[src/logic/bbs_pkg.sv]
// shared constants and types of the buck-boost control sequencer
package bbs_pkg;
    // ------------------------------------------------------------------
    // clock and times
    // ------------------------------------------------------------------
    localparam int unsigned CLK_MHZ = 250;
    localparam int unsigned EN_DELAY_US = 100;
    localparam int unsigned DEGLITCH_US = 10;
    localparam int unsigned HICCUP_ON_MS = 9;
    localparam int unsigned HICCUP_OFF_MS = 22;
    localparam int unsigned EN_DELAY_CYC = EN_DELAY_US * CLK_MHZ;
    localparam int unsigned DEGLITCH_CYC = DEGLITCH_US * CLK_MHZ;
    localparam int unsigned HICCUP_ON_CYC = HICCUP_ON_MS * 1000 * CLK_MHZ;
    localparam int unsigned HICCUP_OFF_CYC = HICCUP_OFF_MS * 1000 * CLK_MHZ;

    // ------------------------------------------------------------------
    // output-voltage code and register reset values
    // ------------------------------------------------------------------
    localparam logic [7:0] VCODE_MAX = 8'hb4;
    localparam logic [7:0] VCODE_RESET = 8'h5c;
    localparam logic [7:0] VCODE_DEFAULT_RESET = 8'h5c;
    localparam logic [7:0] CTRL1_RESET = 8'h08;
    localparam logic [7:0] CTRL2_RESET = 8'h00;

    // ------------------------------------------------------------------
    // register offsets (own map; no bus supplied by the pins)
    // ------------------------------------------------------------------
    localparam logic [7:0] OFS_CTRL1 = 8'h02;
    localparam logic [7:0] OFS_VOUT = 8'h03;
    localparam logic [7:0] OFS_CTRL2 = 8'h05;
    localparam logic [7:0] OFS_STATUS = 8'h06;

    // ------------------------------------------------------------------
    // field positions
    // ------------------------------------------------------------------
    localparam int unsigned C1_CONV_EN = 0;
    localparam int unsigned C1_HICCUP = 2;
    localparam int unsigned C1_FAST_DVS = 3;
    localparam logic [7:0] C1_MASK = 8'h0d;
    localparam int unsigned C2_FAST_RAMP = 0;
    localparam int unsigned C2_CL_SEL = 1;
    localparam int unsigned C2_RAMP_LSB = 2;
    localparam int unsigned C2_FORCED = 5;
    localparam int unsigned C2_DISCH_LSB = 6;

    // ------------------------------------------------------------------
    // sequencer states
    // ------------------------------------------------------------------
    typedef enum logic [5:0] {
        ST_OFF = 6'h01,
        ST_DELAY = 6'h02,
        ST_CLAMP = 6'h04,
        ST_RAMP = 6'h08,
        ST_RUN = 6'h10,
        ST_HOLD = 6'h20
    } bbs_state_type;

    // analog comparator flags
    typedef struct packed {
        logic in_uv;
        logic in_ov;
        logic out_ov;
        logic out_near;
        logic short_det;
        logic over_temp;
    } bbs_flags_type;

    // commands to the power stage
    typedef struct packed {
        logic switching;
        logic hiz;
        logic clamp_on;
        logic clamp_high;
        logic ramp_boost;
        logic ref_ramp;
        logic quick_start;
        logic [2:0] ramp_time;
        logic [7:0] target_code;
        logic fast_slew;
        logic forced_pwm;
        logic reverse_ok;
        logic discharge;
        logic [1:0] discharge_cfg;
    } bbs_stage_type;
endpackage

[src/logic/bbs_sequencer.sv]
// control and sequencing logic of the buck-boost converter
//
// Local design decisions: the address-and-strobe port and the register offsets.
`timescale 1ns/1ps
// Contract
// - lockout pauses conversion only, settings kept
// - input undervoltage fall is deglitched
// - recovery from lockout uses shortened soft-start
// - start-up waits fixed enable delay
// - fast-ramp bit selects current-clamped start
// - clamp released at near-target, ramp finishes
// - limit select bit picks low/high clamp
// - no fast ramp: follow reference, ramp field
// - clamp too low: current raised to track
// - enable pin and bit give device state
// - pin low resets registers; bit does not
// - code above limit saturates to maximum
// - fast scaling bit picks reference slew
// - modulation bit: power save or forced
// - discharge when pin low or bit zero (pin low clears the field, so only bit zero discharges)
// - discharge field off or three settings
// - reverse current only in forced modulation
// - input overvoltage suspends forced modulation
// - output overvoltage: stage off, nodes high-z
// - hiccup: on interval, off interval, restart
// - short gone at restart: normal regulation
// - over-temperature stops conversion until cleared
module bbs_sequencer #(
    parameter int unsigned EN_DELAY = bbs_pkg::EN_DELAY_CYC,
    parameter int unsigned DEGLITCH = bbs_pkg::DEGLITCH_CYC,
    parameter int unsigned HICCUP_ON = bbs_pkg::HICCUP_ON_CYC,
    parameter int unsigned HICCUP_OFF = bbs_pkg::HICCUP_OFF_CYC,
    parameter logic [7:0] CTRL1_DEFAULT = bbs_pkg::CTRL1_RESET
) (
    input wire logic clk_sys,
    input wire logic rst_n,
    input wire logic enable_pin,
    input wire logic [7:0] reg_addr,
    input wire logic [7:0] reg_wdata,
    input wire logic reg_write,
    input wire logic reg_read,
    output logic [7:0] reg_rdata,
    input bbs_pkg::bbs_flags_type flags,
    input wire logic ramp_lagging,
    input wire logic ramp_done,
    output bbs_pkg::bbs_stage_type stage,
    output logic device_active,
    output logic iface_active
);
    // ------------------------------------------------------------------
    // registers; the enable pin acts as a second reset
    // ------------------------------------------------------------------
    logic [7:0] ctrl1_q;
    logic [7:0] vout_q;
    logic [7:0] ctrl2_q;
    logic [7:0] rdata_q;
    logic regs_clr;
    logic wr_c1;
    logic wr_vo;
    logic wr_c2;

    assign regs_clr = !rst_n || !enable_pin;
    assign wr_c1 = reg_write && reg_addr == bbs_pkg::OFS_CTRL1;
    assign wr_vo = reg_write && reg_addr == bbs_pkg::OFS_VOUT;
    assign wr_c2 = reg_write && reg_addr == bbs_pkg::OFS_CTRL2;

    // settings survive lockout, faults and a cleared enable bit
    always_ff @(posedge clk_sys) begin
        if (regs_clr) begin
            ctrl1_q <= CTRL1_DEFAULT;
            vout_q <= bbs_pkg::VCODE_RESET;
            ctrl2_q <= bbs_pkg::CTRL2_RESET;
        end else begin
            if (wr_c1) begin
                ctrl1_q <= reg_wdata & bbs_pkg::C1_MASK;
            end
            if (wr_vo) begin
                vout_q <= reg_wdata;
            end
            if (wr_c2) begin
                ctrl2_q <= reg_wdata;
            end
        end
    end

    // ------------------------------------------------------------------
    // read port: data one cycle after the strobe, else zero
    // ------------------------------------------------------------------
    logic [7:0] status_w;
    logic [7:0] rsel_w;
    bbs_pkg::bbs_state_type state_q;

    assign status_w = {2'h0, state_q};
    assign rsel_w = (reg_addr == bbs_pkg::OFS_CTRL1) ? ctrl1_q :
                    (reg_addr == bbs_pkg::OFS_VOUT) ? vout_q :
                    (reg_addr == bbs_pkg::OFS_CTRL2) ? ctrl2_q :
                    (reg_addr == bbs_pkg::OFS_STATUS) ? status_w : 8'h00;

    always_ff @(posedge clk_sys) begin
        if (!rst_n) begin
            rdata_q <= 8'h00;
        end else begin
            rdata_q <= reg_read ? rsel_w : 8'h00;
        end
    end
    assign reg_rdata = rdata_q;

    // ------------------------------------------------------------------
    // control decode
    // ------------------------------------------------------------------
    logic conv_en;
    logic hiccup_en;
    logic fast_ramp;
    logic forced_sel;
    logic [1:0] disch_cfg;
    logic want_on;

    assign conv_en = ctrl1_q[bbs_pkg::C1_CONV_EN];
    assign hiccup_en = ctrl1_q[bbs_pkg::C1_HICCUP];
    assign fast_ramp = ctrl2_q[bbs_pkg::C2_FAST_RAMP];
    assign forced_sel = ctrl2_q[bbs_pkg::C2_FORCED];
    assign disch_cfg = ctrl2_q[bbs_pkg::C2_DISCH_LSB +: 2];
    assign want_on = enable_pin && conv_en;
    assign device_active = want_on;
    assign iface_active = enable_pin;

    // ------------------------------------------------------------------
    // deglitch of the rising undervoltage flag
    // ------------------------------------------------------------------
    logic [31:0] dg_q;
    logic uv_q;

    // only a sustained dip latches lockout; recovery acts at once
    always_ff @(posedge clk_sys) begin
        if (!rst_n) begin
            dg_q <= 32'h0;
            uv_q <= 1'b0;
        end else if (!flags.in_uv) begin
            dg_q <= 32'h0;
            uv_q <= 1'b0;
        end else if (dg_q >= DEGLITCH - 1) begin
            uv_q <= 1'b1;
        end else begin
            dg_q <= dg_q + 32'h1;
        end
    end

    // ------------------------------------------------------------------
    // sequencer
    // ------------------------------------------------------------------
    logic [31:0] cnt_q;
    logic quick_q;
    logic hic_off_q;
    logic stop_w;

    // lockout and over-temperature only pause conversion
    assign stop_w = uv_q || flags.over_temp;

    always_ff @(posedge clk_sys) begin
        if (!rst_n) begin
            state_q <= bbs_pkg::ST_OFF;
            cnt_q <= 32'h0;
            quick_q <= 1'b0;
            hic_off_q <= 1'b0;
        end else begin
            unique case (state_q)
                bbs_pkg::ST_OFF: begin
                    cnt_q <= 32'h0;
                    quick_q <= 1'b0;
                    if (want_on && !stop_w) begin
                        state_q <= bbs_pkg::ST_DELAY;
                    end
                end
                bbs_pkg::ST_DELAY: begin
                    cnt_q <= cnt_q + 32'h1;
                    if (!want_on) begin
                        state_q <= bbs_pkg::ST_OFF;
                    end else if (cnt_q >= EN_DELAY - 1) begin
                        cnt_q <= 32'h0;
                        state_q <= fast_ramp ? bbs_pkg::ST_CLAMP : bbs_pkg::ST_RAMP;
                    end
                end
                bbs_pkg::ST_CLAMP: begin
                    if (flags.out_near) begin
                        state_q <= bbs_pkg::ST_RAMP;
                    end
                end
                bbs_pkg::ST_RAMP: begin
                    if (ramp_done) begin
                        state_q <= bbs_pkg::ST_RUN;
                        quick_q <= 1'b0;
                    end
                end
                bbs_pkg::ST_RUN: begin
                    cnt_q <= 32'h0;
                end
                bbs_pkg::ST_HOLD: begin
                    cnt_q <= cnt_q + 32'h1;
                    if (hic_off_q && cnt_q >= HICCUP_OFF - 1) begin
                        hic_off_q <= 1'b0;
                        cnt_q <= 32'h0;
                        state_q <= fast_ramp ? bbs_pkg::ST_CLAMP : bbs_pkg::ST_RAMP;
                    end else if (!hic_off_q && !stop_w) begin
                        quick_q <= 1'b1;
                        cnt_q <= 32'h0;
                        state_q <= fast_ramp ? bbs_pkg::ST_CLAMP : bbs_pkg::ST_RAMP;
                    end
                end
            endcase
            // hiccup on-interval runs while a short persists
            if (state_q != bbs_pkg::ST_OFF && state_q != bbs_pkg::ST_DELAY &&
                state_q != bbs_pkg::ST_HOLD) begin
                if (hiccup_en && flags.short_det) begin
                    cnt_q <= cnt_q + 32'h1;
                    if (cnt_q >= HICCUP_ON - 1) begin
                        cnt_q <= 32'h0;
                        hic_off_q <= 1'b1;
                        state_q <= bbs_pkg::ST_HOLD;
                    end
                end else if (state_q == bbs_pkg::ST_RUN || state_q == bbs_pkg::ST_CLAMP) begin
                    cnt_q <= 32'h0;
                end
                if (stop_w) begin
                    state_q <= bbs_pkg::ST_HOLD;
                    hic_off_q <= 1'b0;
                end
            end
            if (!want_on) begin
                state_q <= bbs_pkg::ST_OFF;
                hic_off_q <= 1'b0;
            end
        end
    end

    // ------------------------------------------------------------------
    // power stage commands
    // ------------------------------------------------------------------
    logic running;
    logic forced_modulation_select_ok;

    assign running = state_q == bbs_pkg::ST_CLAMP || state_q == bbs_pkg::ST_RAMP ||
                     state_q == bbs_pkg::ST_RUN;
    assign forced_modulation_select_ok = forced_sel && !flags.in_ov;

    always_comb begin
        stage = '0;
        stage.switching = running && !flags.out_ov;
        stage.hiz = !running || flags.out_ov;
        stage.clamp_on = state_q == bbs_pkg::ST_CLAMP;
        stage.clamp_high = ctrl2_q[bbs_pkg::C2_CL_SEL];
        stage.ramp_boost = running && state_q != bbs_pkg::ST_RUN && ramp_lagging;
        stage.ref_ramp = state_q == bbs_pkg::ST_RAMP;
        stage.quick_start = quick_q;
        stage.ramp_time = ctrl2_q[bbs_pkg::C2_RAMP_LSB +: 3];
        stage.target_code = (vout_q > bbs_pkg::VCODE_MAX) ? bbs_pkg::VCODE_MAX : vout_q;
        stage.fast_slew = ctrl1_q[bbs_pkg::C1_FAST_DVS];
        stage.forced_pwm = forced_modulation_select_ok;
        stage.reverse_ok = forced_modulation_select_ok && running;
        stage.discharge = !want_on && disch_cfg != 2'h0;
        stage.discharge_cfg = disch_cfg;
    end

    // ------------------------------------------------------------------
    // checks
    // ------------------------------------------------------------------
    chk_ovp_hiz: assert property (@(posedge clk_sys) disable iff (!rst_n)
        flags.out_ov |-> stage.hiz && !stage.switching) else $error("ovp not high-z");
    chk_rev_forced: assert property (@(posedge clk_sys) disable iff (!rst_n)
        stage.reverse_ok |-> forced_sel && !flags.in_ov) else $error("reverse outside forced_modulation_select");
    chk_ivp_forced_modulation_select: assert property (@(posedge clk_sys) disable iff (!rst_n)
        flags.in_ov |-> !stage.forced_pwm) else $error("forced_modulation_select during ivp");
    chk_code_sat: assert property (@(posedge clk_sys) disable iff (!rst_n)
        vout_q > 8'hb4 |-> stage.target_code == 8'hb4) else $error("code not saturated");
    chk_disch_off: assert property (@(posedge clk_sys) disable iff (!rst_n)
        stage.discharge |-> !want_on && disch_cfg != 2'h0) else $error("bad discharge");
    chk_pin_reset: assert property (@(posedge clk_sys) disable iff (!rst_n)
        !enable_pin |=> ctrl1_q == CTRL1_DEFAULT && vout_q == 8'h5c) else $error("regs kept");
    chk_off_state: assert property (@(posedge clk_sys) disable iff (!rst_n)
        !want_on |=> state_q == bbs_pkg::ST_OFF) else $error("not off");
    chk_delay_first: assert property (@(posedge clk_sys) disable iff (!rst_n)
        $rose(running) && $past(state_q) == bbs_pkg::ST_DELAY |-> $past(cnt_q) >= EN_DELAY - 1)
        else $error("start before delay");
    chk_uv_glitch: assert property (@(posedge clk_sys) disable iff (!rst_n)
        $rose(flags.in_uv) |=> !uv_q) else $error("lockout not deglitched");
    chk_uv_keep: assert property (@(posedge clk_sys) disable iff (!rst_n || !enable_pin)
        uv_q && !wr_vo |=> $stable(vout_q)) else $error("lockout touched settings");

    cov_fast: cover property (@(posedge clk_sys) state_q == bbs_pkg::ST_CLAMP ##1 state_q == bbs_pkg::ST_RAMP);
    cov_run: cover property (@(posedge clk_sys) state_q == bbs_pkg::ST_RUN);
    cov_hic: cover property (@(posedge clk_sys) hic_off_q);
    cov_quick: cover property (@(posedge clk_sys) quick_q && running);
endmodule

[config.mk]
export PLATFORM = sky130hd
export DESIGN_NAME = bbs_sequencer
export DESIGN_NICKNAME = d
export VERILOG_FILES = /design/src/logic/bbs_pkg.sv /design/src/logic/bbs_sequencer.sv
export SDC_FILE = /design/constraint.sdc
export NUM_CORES = 1
export LEC_CHECK = 0
export BUFFER_PORTS_ARGS = -buffer_cell sky130_fd_sc_hd__buf_2
export CAP_MARGIN = 20
export CORE_ASPECT_RATIO = 0.9
export CORE_MARGIN = 2
export CORE_UTILIZATION = 31
export CTS_BUF_LIST = sky130_fd_sc_hd__clkbuf_2 sky130_fd_sc_hd__clkbuf_4 sky130_fd_sc_hd__clkbuf_8
export DETAILED_ROUTE_END_ITERATION = 8
export MAX_ROUTING_LAYER = met4
export SYNTH_ARGS = -nofsm -noshare
export SYNTH_HDL_FRONTEND = slang
export SYNTH_SLANG_ARGS = --single-unit
[constraint.sdc]
create_clock -name clk_sys -period 2.4 [get_ports clk_sys]
set_input_delay 0.48 -clock clk_sys [delete_from_list [all_inputs] [get_ports clk_sys]]
set_output_delay 0.48 -clock clk_sys [all_outputs]
set_load 0.005 [all_outputs]
Yosys cells after proc, flatten, opt, wreduce, memory -nomap -nowiden
Cells that the tools add are included.
- add/sub/neg operators: 2
- $mul: 0
- div/mod/pow operators: 0
- magnitude comparators: 5
- equal/unequal tests: 17
- shift operators: 0
- mux-type cells: 36
- bitwise gates (word level): 1
- reduce and logical (&&, ||, !) cells: 38
- operators with widths (cell ; number):
    32-bit 2-to-1 mux ; 8
    32-bit one-hot mux with 3 select lines ; 1
    6-bit 2-to-1 mux ; 11
    32-bit by 1-bit adder with 32-bit output (second input constant) ; 2
    32-bit by 12-bit greater-or-equal comparator with 1-bit output (second input constant) ; 1
    32-bit by 15-bit greater-or-equal comparator with 1-bit output (second input constant) ; 1
    32-bit by 22-bit greater-or-equal comparator with 1-bit output (second input constant) ; 1
    32-bit by 23-bit greater-or-equal comparator with 1-bit output (second input constant) ; 1
    6-bit one-hot mux with 5 select lines ; 1
    8-bit 2-to-1 mux ; 3
    8-bit by 2-bit == test with 1-bit output (second input constant) ; 2
    8-bit by 3-bit == test with 1-bit output (second input constant) ; 2
    1-bit logical AND ; 16
    1-bit 2-to-1 mux ; 9
    8-bit greater-than comparator (second input constant) ; 1
    1-bit logical NOT ; 8
    4-bit 2-to-1 mux ; 2
    6-bit by 1-bit == test with 1-bit output (second input constant) ; 1
    6-bit by 2-bit == test with 1-bit output (second input constant) ; 1
    6-bit by 3-bit == test with 1-bit output (second input constant) ; 1
    6-bit by 4-bit == test with 1-bit output (second input constant) ; 1
    6-bit by 5-bit == test with 1-bit output (second input constant) ; 1
    6-bit == test (second input constant) ; 1
    1-bit logical OR ; 6
    other kinds (12) ; 17
- register bits after elaboration: 100
- latch bits: 0
- memory bits (writable): 0
- ROM bits: 0
- output and inout bits: 34
- memories kept: 0

Longest topological paths before layout
- depth after elaboration: 10
- depth in mapped cells: 9
- depth with buffers taken out: 8

Least setup slack after synthesis
Ideal clock, no wire load.
- path kind: register -> register
- from: register cnt_q[0]
- to: register cnt_q[23]
- library setup time: 62 ps
- data arrival time: 2376 ps
- data required time: 2338 ps
- path slack: -38 ps
- cell stages (with the launch flop): 9
- buffers on the path: 0
- period minus slack after synthesis: 2438 ps
- cells stage by stage: dfxtp_1 > ha_1 > a2111oi_4 > o21ai_1 > a211oi_1 > o21ai_1 > a31o_1 > or4_1 > nand3_1
- cells in the longest elaborated chain, start to end: 7
- elaborated cells on any way between the ends: 14
- those cells by class: 1 x add/sub; 3 x order compare; 9 x mux; 1 x reduce/logical
- ends and longest elaborated chain (what ; RTL line ; text):
    start: declaration ; bbs_sequencer.sv:151 ; logic [31:0] cnt_q;
    start signal: assignment ; bbs_sequencer.sv:175 ; cnt_q <= cnt_q + 32'h1;
    start signal: assignment ; bbs_sequencer.sv:198 ; cnt_q <= cnt_q + 32'h1;
    start signal: assignment ; bbs_sequencer.sv:214 ; cnt_q <= cnt_q + 32'h1;
    32-bit by 1-bit adder with 32-bit output, or another cell as far along ; bbs_sequencer.sv:175, bbs_sequencer.sv:198, bbs_sequencer.sv:214 ;
    32-bit 2-to-1 mux, or another cell as far along ; bbs_sequencer.sv:203 ; end else if (!hic_off_q && !stop_w) begin
    32-bit 2-to-1 mux, on equally long branches ; bbs_sequencer.sv:199, bbs_sequencer.sv:176 ;
    32-bit one-hot mux with 3 select lines ; bbs_sequencer.sv:166 ; unique case (state_q)
    32-bit 2-to-1 mux ; bbs_sequencer.sv:220 ; end else if (state_q == bbs_pkg::ST_RUN || state_q == bbs_pkg::ST_CLAMP) begin
    32-bit 2-to-1 mux ; bbs_sequencer.sv:213 ; if (hiccup_en && flags.short_det) begin
    32-bit 2-to-1 mux (*) ; bbs_sequencer.sv:211 ; if (state_q != bbs_pkg::ST_OFF && state_q != bbs_pkg::ST_DELAY &&
Every way passes the cells marked *; elsewhere a longest branch is shown, timed or not.
A chain may end at the register's enable or synchronous reset.

Worst setup path after layout
Same ends and word-level chain as after synthesis.

==> metrics.md <==
| Metric | Value |
|---|---|
| DRC violations left | `0` |
| Post-route clock skew | `~0.019 ns` |
| Synth warn | `0` |
| Worst Setup Path Type | `flip-flop to flip-flop` |
| Inst Count DP | `between 900 and 1k` |
| Slew headroom | `0.643` |
| Initial core utilization | `0.313` |
| Library cells used by synthesis | `57` |
| Worst-Skew Late Latency | `0.39 ns` |
| Arrival time worst endpoint | `2.68 ns` |
| Top cells by area, synth | `dfxtp_1 40%, nand2_1 7.5%, nand3_1 7.5%` |
| CTS tree | `done` |
| Endpoints failing hold | `0` |
| Most frequent CP cell | `o21ai_2` |
| Finished Cell Area | `6150 um^2` |
| Crit end category | `flip-flop` |
| PwrDens | `between 400 and 500 nW/um^2` |
| Worst R2R Path Depth | `8` |
| Detail Route Antenna Nets | `0` |
| Mean Syn Cell Area | `7.85 um^2` |
| Post-Synthesis Cell Area | `5000 um^2` |
| Synth Area in Simple Gates | `0.337` |
| Antenna diodes | `0` |
| CTS Buf Count | `9` |
| Number of max-cap violations | `0` |
| Layout cell share with drive strength beyond 1 | `0.230` |
| GRT Overall Usage | `0.154` |
| Grt ovf | `0` |
| Syn_nets | `669` |
| Routability cong. | `0.911` |
| Routed vias | `4808` |
| Largest net degree at the start of global routing | `29` |
| DRT iter0 DRCs | `391` |
| Vias per cell | `about 5.2` |
| Filler-free cell count of the finished design | `932` |
| Final worst setup slack | `a little under 0.05 ns` |
| CTS Sinks | `100` |
| CP Launch Type | `flip-flop` |
| Seq/Total Area, Yosys | `0.400` |
| H-tree depth | `3` |
| Setup violators final | `0` |
| F_max | `425 MHz` |
| Crit-path max cell delay | `0.52 ns` |
| Vias in the first global route | `approximately 4.2k` |
| Largest family of logic cells by synthesized area | `simple AND/OR/NAND/NOR gates` |
| Total Wirelength | `12600 um` |
| Adder-cell share of the synthesized area | `0.00751` |
| DPL Wire Length | `9140 um` |
| Synth Area in Compound Gates | `0.168` |
| Total negative slack | `0 ns` |
| Worst r2r dst | `cnt_q[23]` |
| Worst Hold Launch | `reg_wdata[6]` |
| Clk pin slew, worst setup/hold paths | `between 0.1 and 0.15 ns` |
| I/O Buffers | `62` |
| Hold endpoint | `ctrl2_q[6]` |
| Yosys reg bits | `100` |
| CTS max path bufs | `2` |
| First-pass GRT wire length | `20900 um` |
| Hold Crit Class | `input port to flip-flop` |
| Die height | `around 120 um` |
| # nets final | `753` |
| Syn-to-layout area delta | `22.9%` |
| Post-layout min period | `2.35 ns` |
| Num ports | `63` |
| CP startpoint | `cnt_q[0]` |
| RSZ-0062 raised after global routing | `yes` |
| Period Utilization, post-route | `0.979` |
| Dpl ws | `-0.0849 ns` |
| Max IR drop VDD | `0.453 mV` |
| Mux cell area share after synthesis | `0.00801` |
| Root Buffer | `clkbuf_8` |
| Post-Synth XOR/XNOR Area | `0.0228` |
| Leakage | `2.52 nW` |
| CP required | `2.73 ns` |
| Die width | `138 um` |
| Top cell type's share of synthesized area | `0.400` |
| Synth Flop Type | `dfxtp_1` |
| Synth Instances | `637` |
| TritonRoute pass-1 iters | `5` |
| Initial antenna violation count | `0` |
| Fillcell total | `1677` |
| Outcome | `completed` |
| WL/cell | `13.5 um` |
| Crit path max fanout | `6` |
| Core Area | `16000 um^2` |
| Die footprint | `17200 um^2` |
| Rows | `44` |
| Cell accounting for the most synthesized area | `dfxtp_1` |
| Post-synth ARST share | `0` |
| Worst reg2reg path startpoint | `cnt_q[0]` |
| EDFF count, synth | `0` |
| CP max stage cell | `or4_4` |
| FF-to-FF setup slack | `about 0.05 ns` |
| Hold path depth | `3` |
| Final max-slew violation count | `0` |
| Worst Tran Pin Value | `between 0.5 and 0.6 ns` |
| Crit-path cells | `ha_2 -> a2111oi_4 -> o21ai_2 -> a211oi_2 -> o21ai_2 -> a31o_4 -> or4_4 -> nand3_2` |
| Final Power | `just under 3 mW` |
| Placement Cell Area | `5800 um^2` |
==> synthesized netlist by cell type (2+ instances only) <==
master / count
or3_1: 9
nand3_1: 75
buf_2: 6
nor3_1: 21
or4_1: 5
a21o_1: 5
o21ai_1: 2
ha_1: 3
and3_1: 32
nand3b_1: 4
nand4_1: 10
nor4_1: 14
a31oi_1: 5
o21ai_0: 19
nand2b_1: 5
a211oi_1: 2
and4_1: 2
a21oi_1: 35
dfxtp_1: 100
a22oi_1: 5
and2_1: 9
nor2b_1: 6
o311ai_0: 11
nor2_1: 37
o211a_1: 2
buf_4: 13
o21a_1: 2
o211ai_1: 8
a21boi_0: 2
nand2_1: 100
clkbuf_1: 29
a222oi_1: 6
inv_1: 12
xor2_1: 12
mux2i_1: 4
nor3b_1: 4
==> how the worst max path moves through the flow <==
stage | end | slack [ns] | depth (start not counted)
6_report | cnt_q[23] | 0.05 | 8
5_1_grt | dg_q[10] | -0.04 | 8
4_1_cts | cnt_q[20] | 0.0003 | 9
3_5_place_dp | cnt_q[11] | -0.08 | 9
3_3_place_gp | cnt_q[3] | 0.003 | 9
2_1_floorplan | cnt_q[23] | 0.08 | 8
==> timing repair <==
action / in CTS / in global routing
resized for setup: 6 / 27
hold buffers: 0 / 0
pin swaps: 1 / 4
endpoints found under the setup margin: 20 / 32
buffers inserted: 1 / 1
==> state kept, by name, summed over array words and instances, names as in the netlist <==
signal and count:
cnt_q 32, hic_off_q 1, ctrl1_q 3, state_q 6, reg_rdata 8, quick_q 1, dg_q 32, uv_q 1
vout_q 8, ctrl2_q 8
==> cells in the final DEF, fill, tap and decap left out, types with 9 or more instances in the layout <==
cell / instances
clkbuf_8: 9
nor2_1: 37
buf_4: 53
dfxtp_1: 97
a21oi_1: 35
and3_1: 32
nor4_1: 11
inv_1: 12
o21ai_0: 18
nand4_1: 10
nand2_1: 100
buf_2: 62
nor3_1: 21
nand3_1: 71
and2_1: 9
xor2_1: 12
==> worst max-delay path: cells and delay by family (launching register included) <==
kind            cells  cell delay [ns]
compound gates      5             1.14
fa+ha+maj           1             0.21
flops               1             0.35
simple gates        2             0.60
==> kinds of logic (layout without fill, tap and decap cells) <==
family	after synthesis	in the layout
and+or+nand+nor	338	338
AOI/OAI and AO/OA	119	119
DFF	100	100
buffers and inverters	60	148
xor gates and xnor gates	13	13
muxes	4	4
adders and majority gates	3	3
==> per-stage QoR <==
stage / hold WS, ns / util
2_1_floorplan: 0.441 / -
3_3_place_gp: 0.457 / 0.363
3_5_place_dp: 0.464 / 0.363
4_1_cts: 0.310 / 0.377
5_1_grt: 0.329 / 0.385
6_report: 0.326 / 0.385
==> cell type report <==
| class | instances | area, um^2 | area share |
|---|---|---|---|
| clock buffer | 9 | 124 | 0.0202 |
| clock inverter | 6 | 81.3 | 0.0132 |
| inverter | 12 | 45.0 | 0.00733 |
| multi-input combinational | 477 | 2840 | 0.461 |
| sequential | 100 | 2010 | 0.327 |
| tap | 207 | 259 | 0.0421 |
| timing repair buffer | 121 | 793 | 0.129 |
==> routing by layer <==
layer,wire [um],GRT usage
met1,6450,0.224
met2,5360,0.214
met3,631,0.0317
met4,157,0.0402
met5,0,-
==> where the power goes <==
| part | total, mW | switching (mW) | internal (mW) | leakage [nW] |
|---|---|---|---|---|
| Combinational | 0.0898 | 0.0555 | 0.0343 | 1.61 |
| Sequential | 1.66 | 0.00201 | 1.66 | 0.808 |
| Clock | 1.13 | 0.632 | 0.502 | 0.105 |
| Total | 2.88 | 0.689 | 2.20 | 2.52 |
Note: power is estimated with default switching activity, not from simulation.
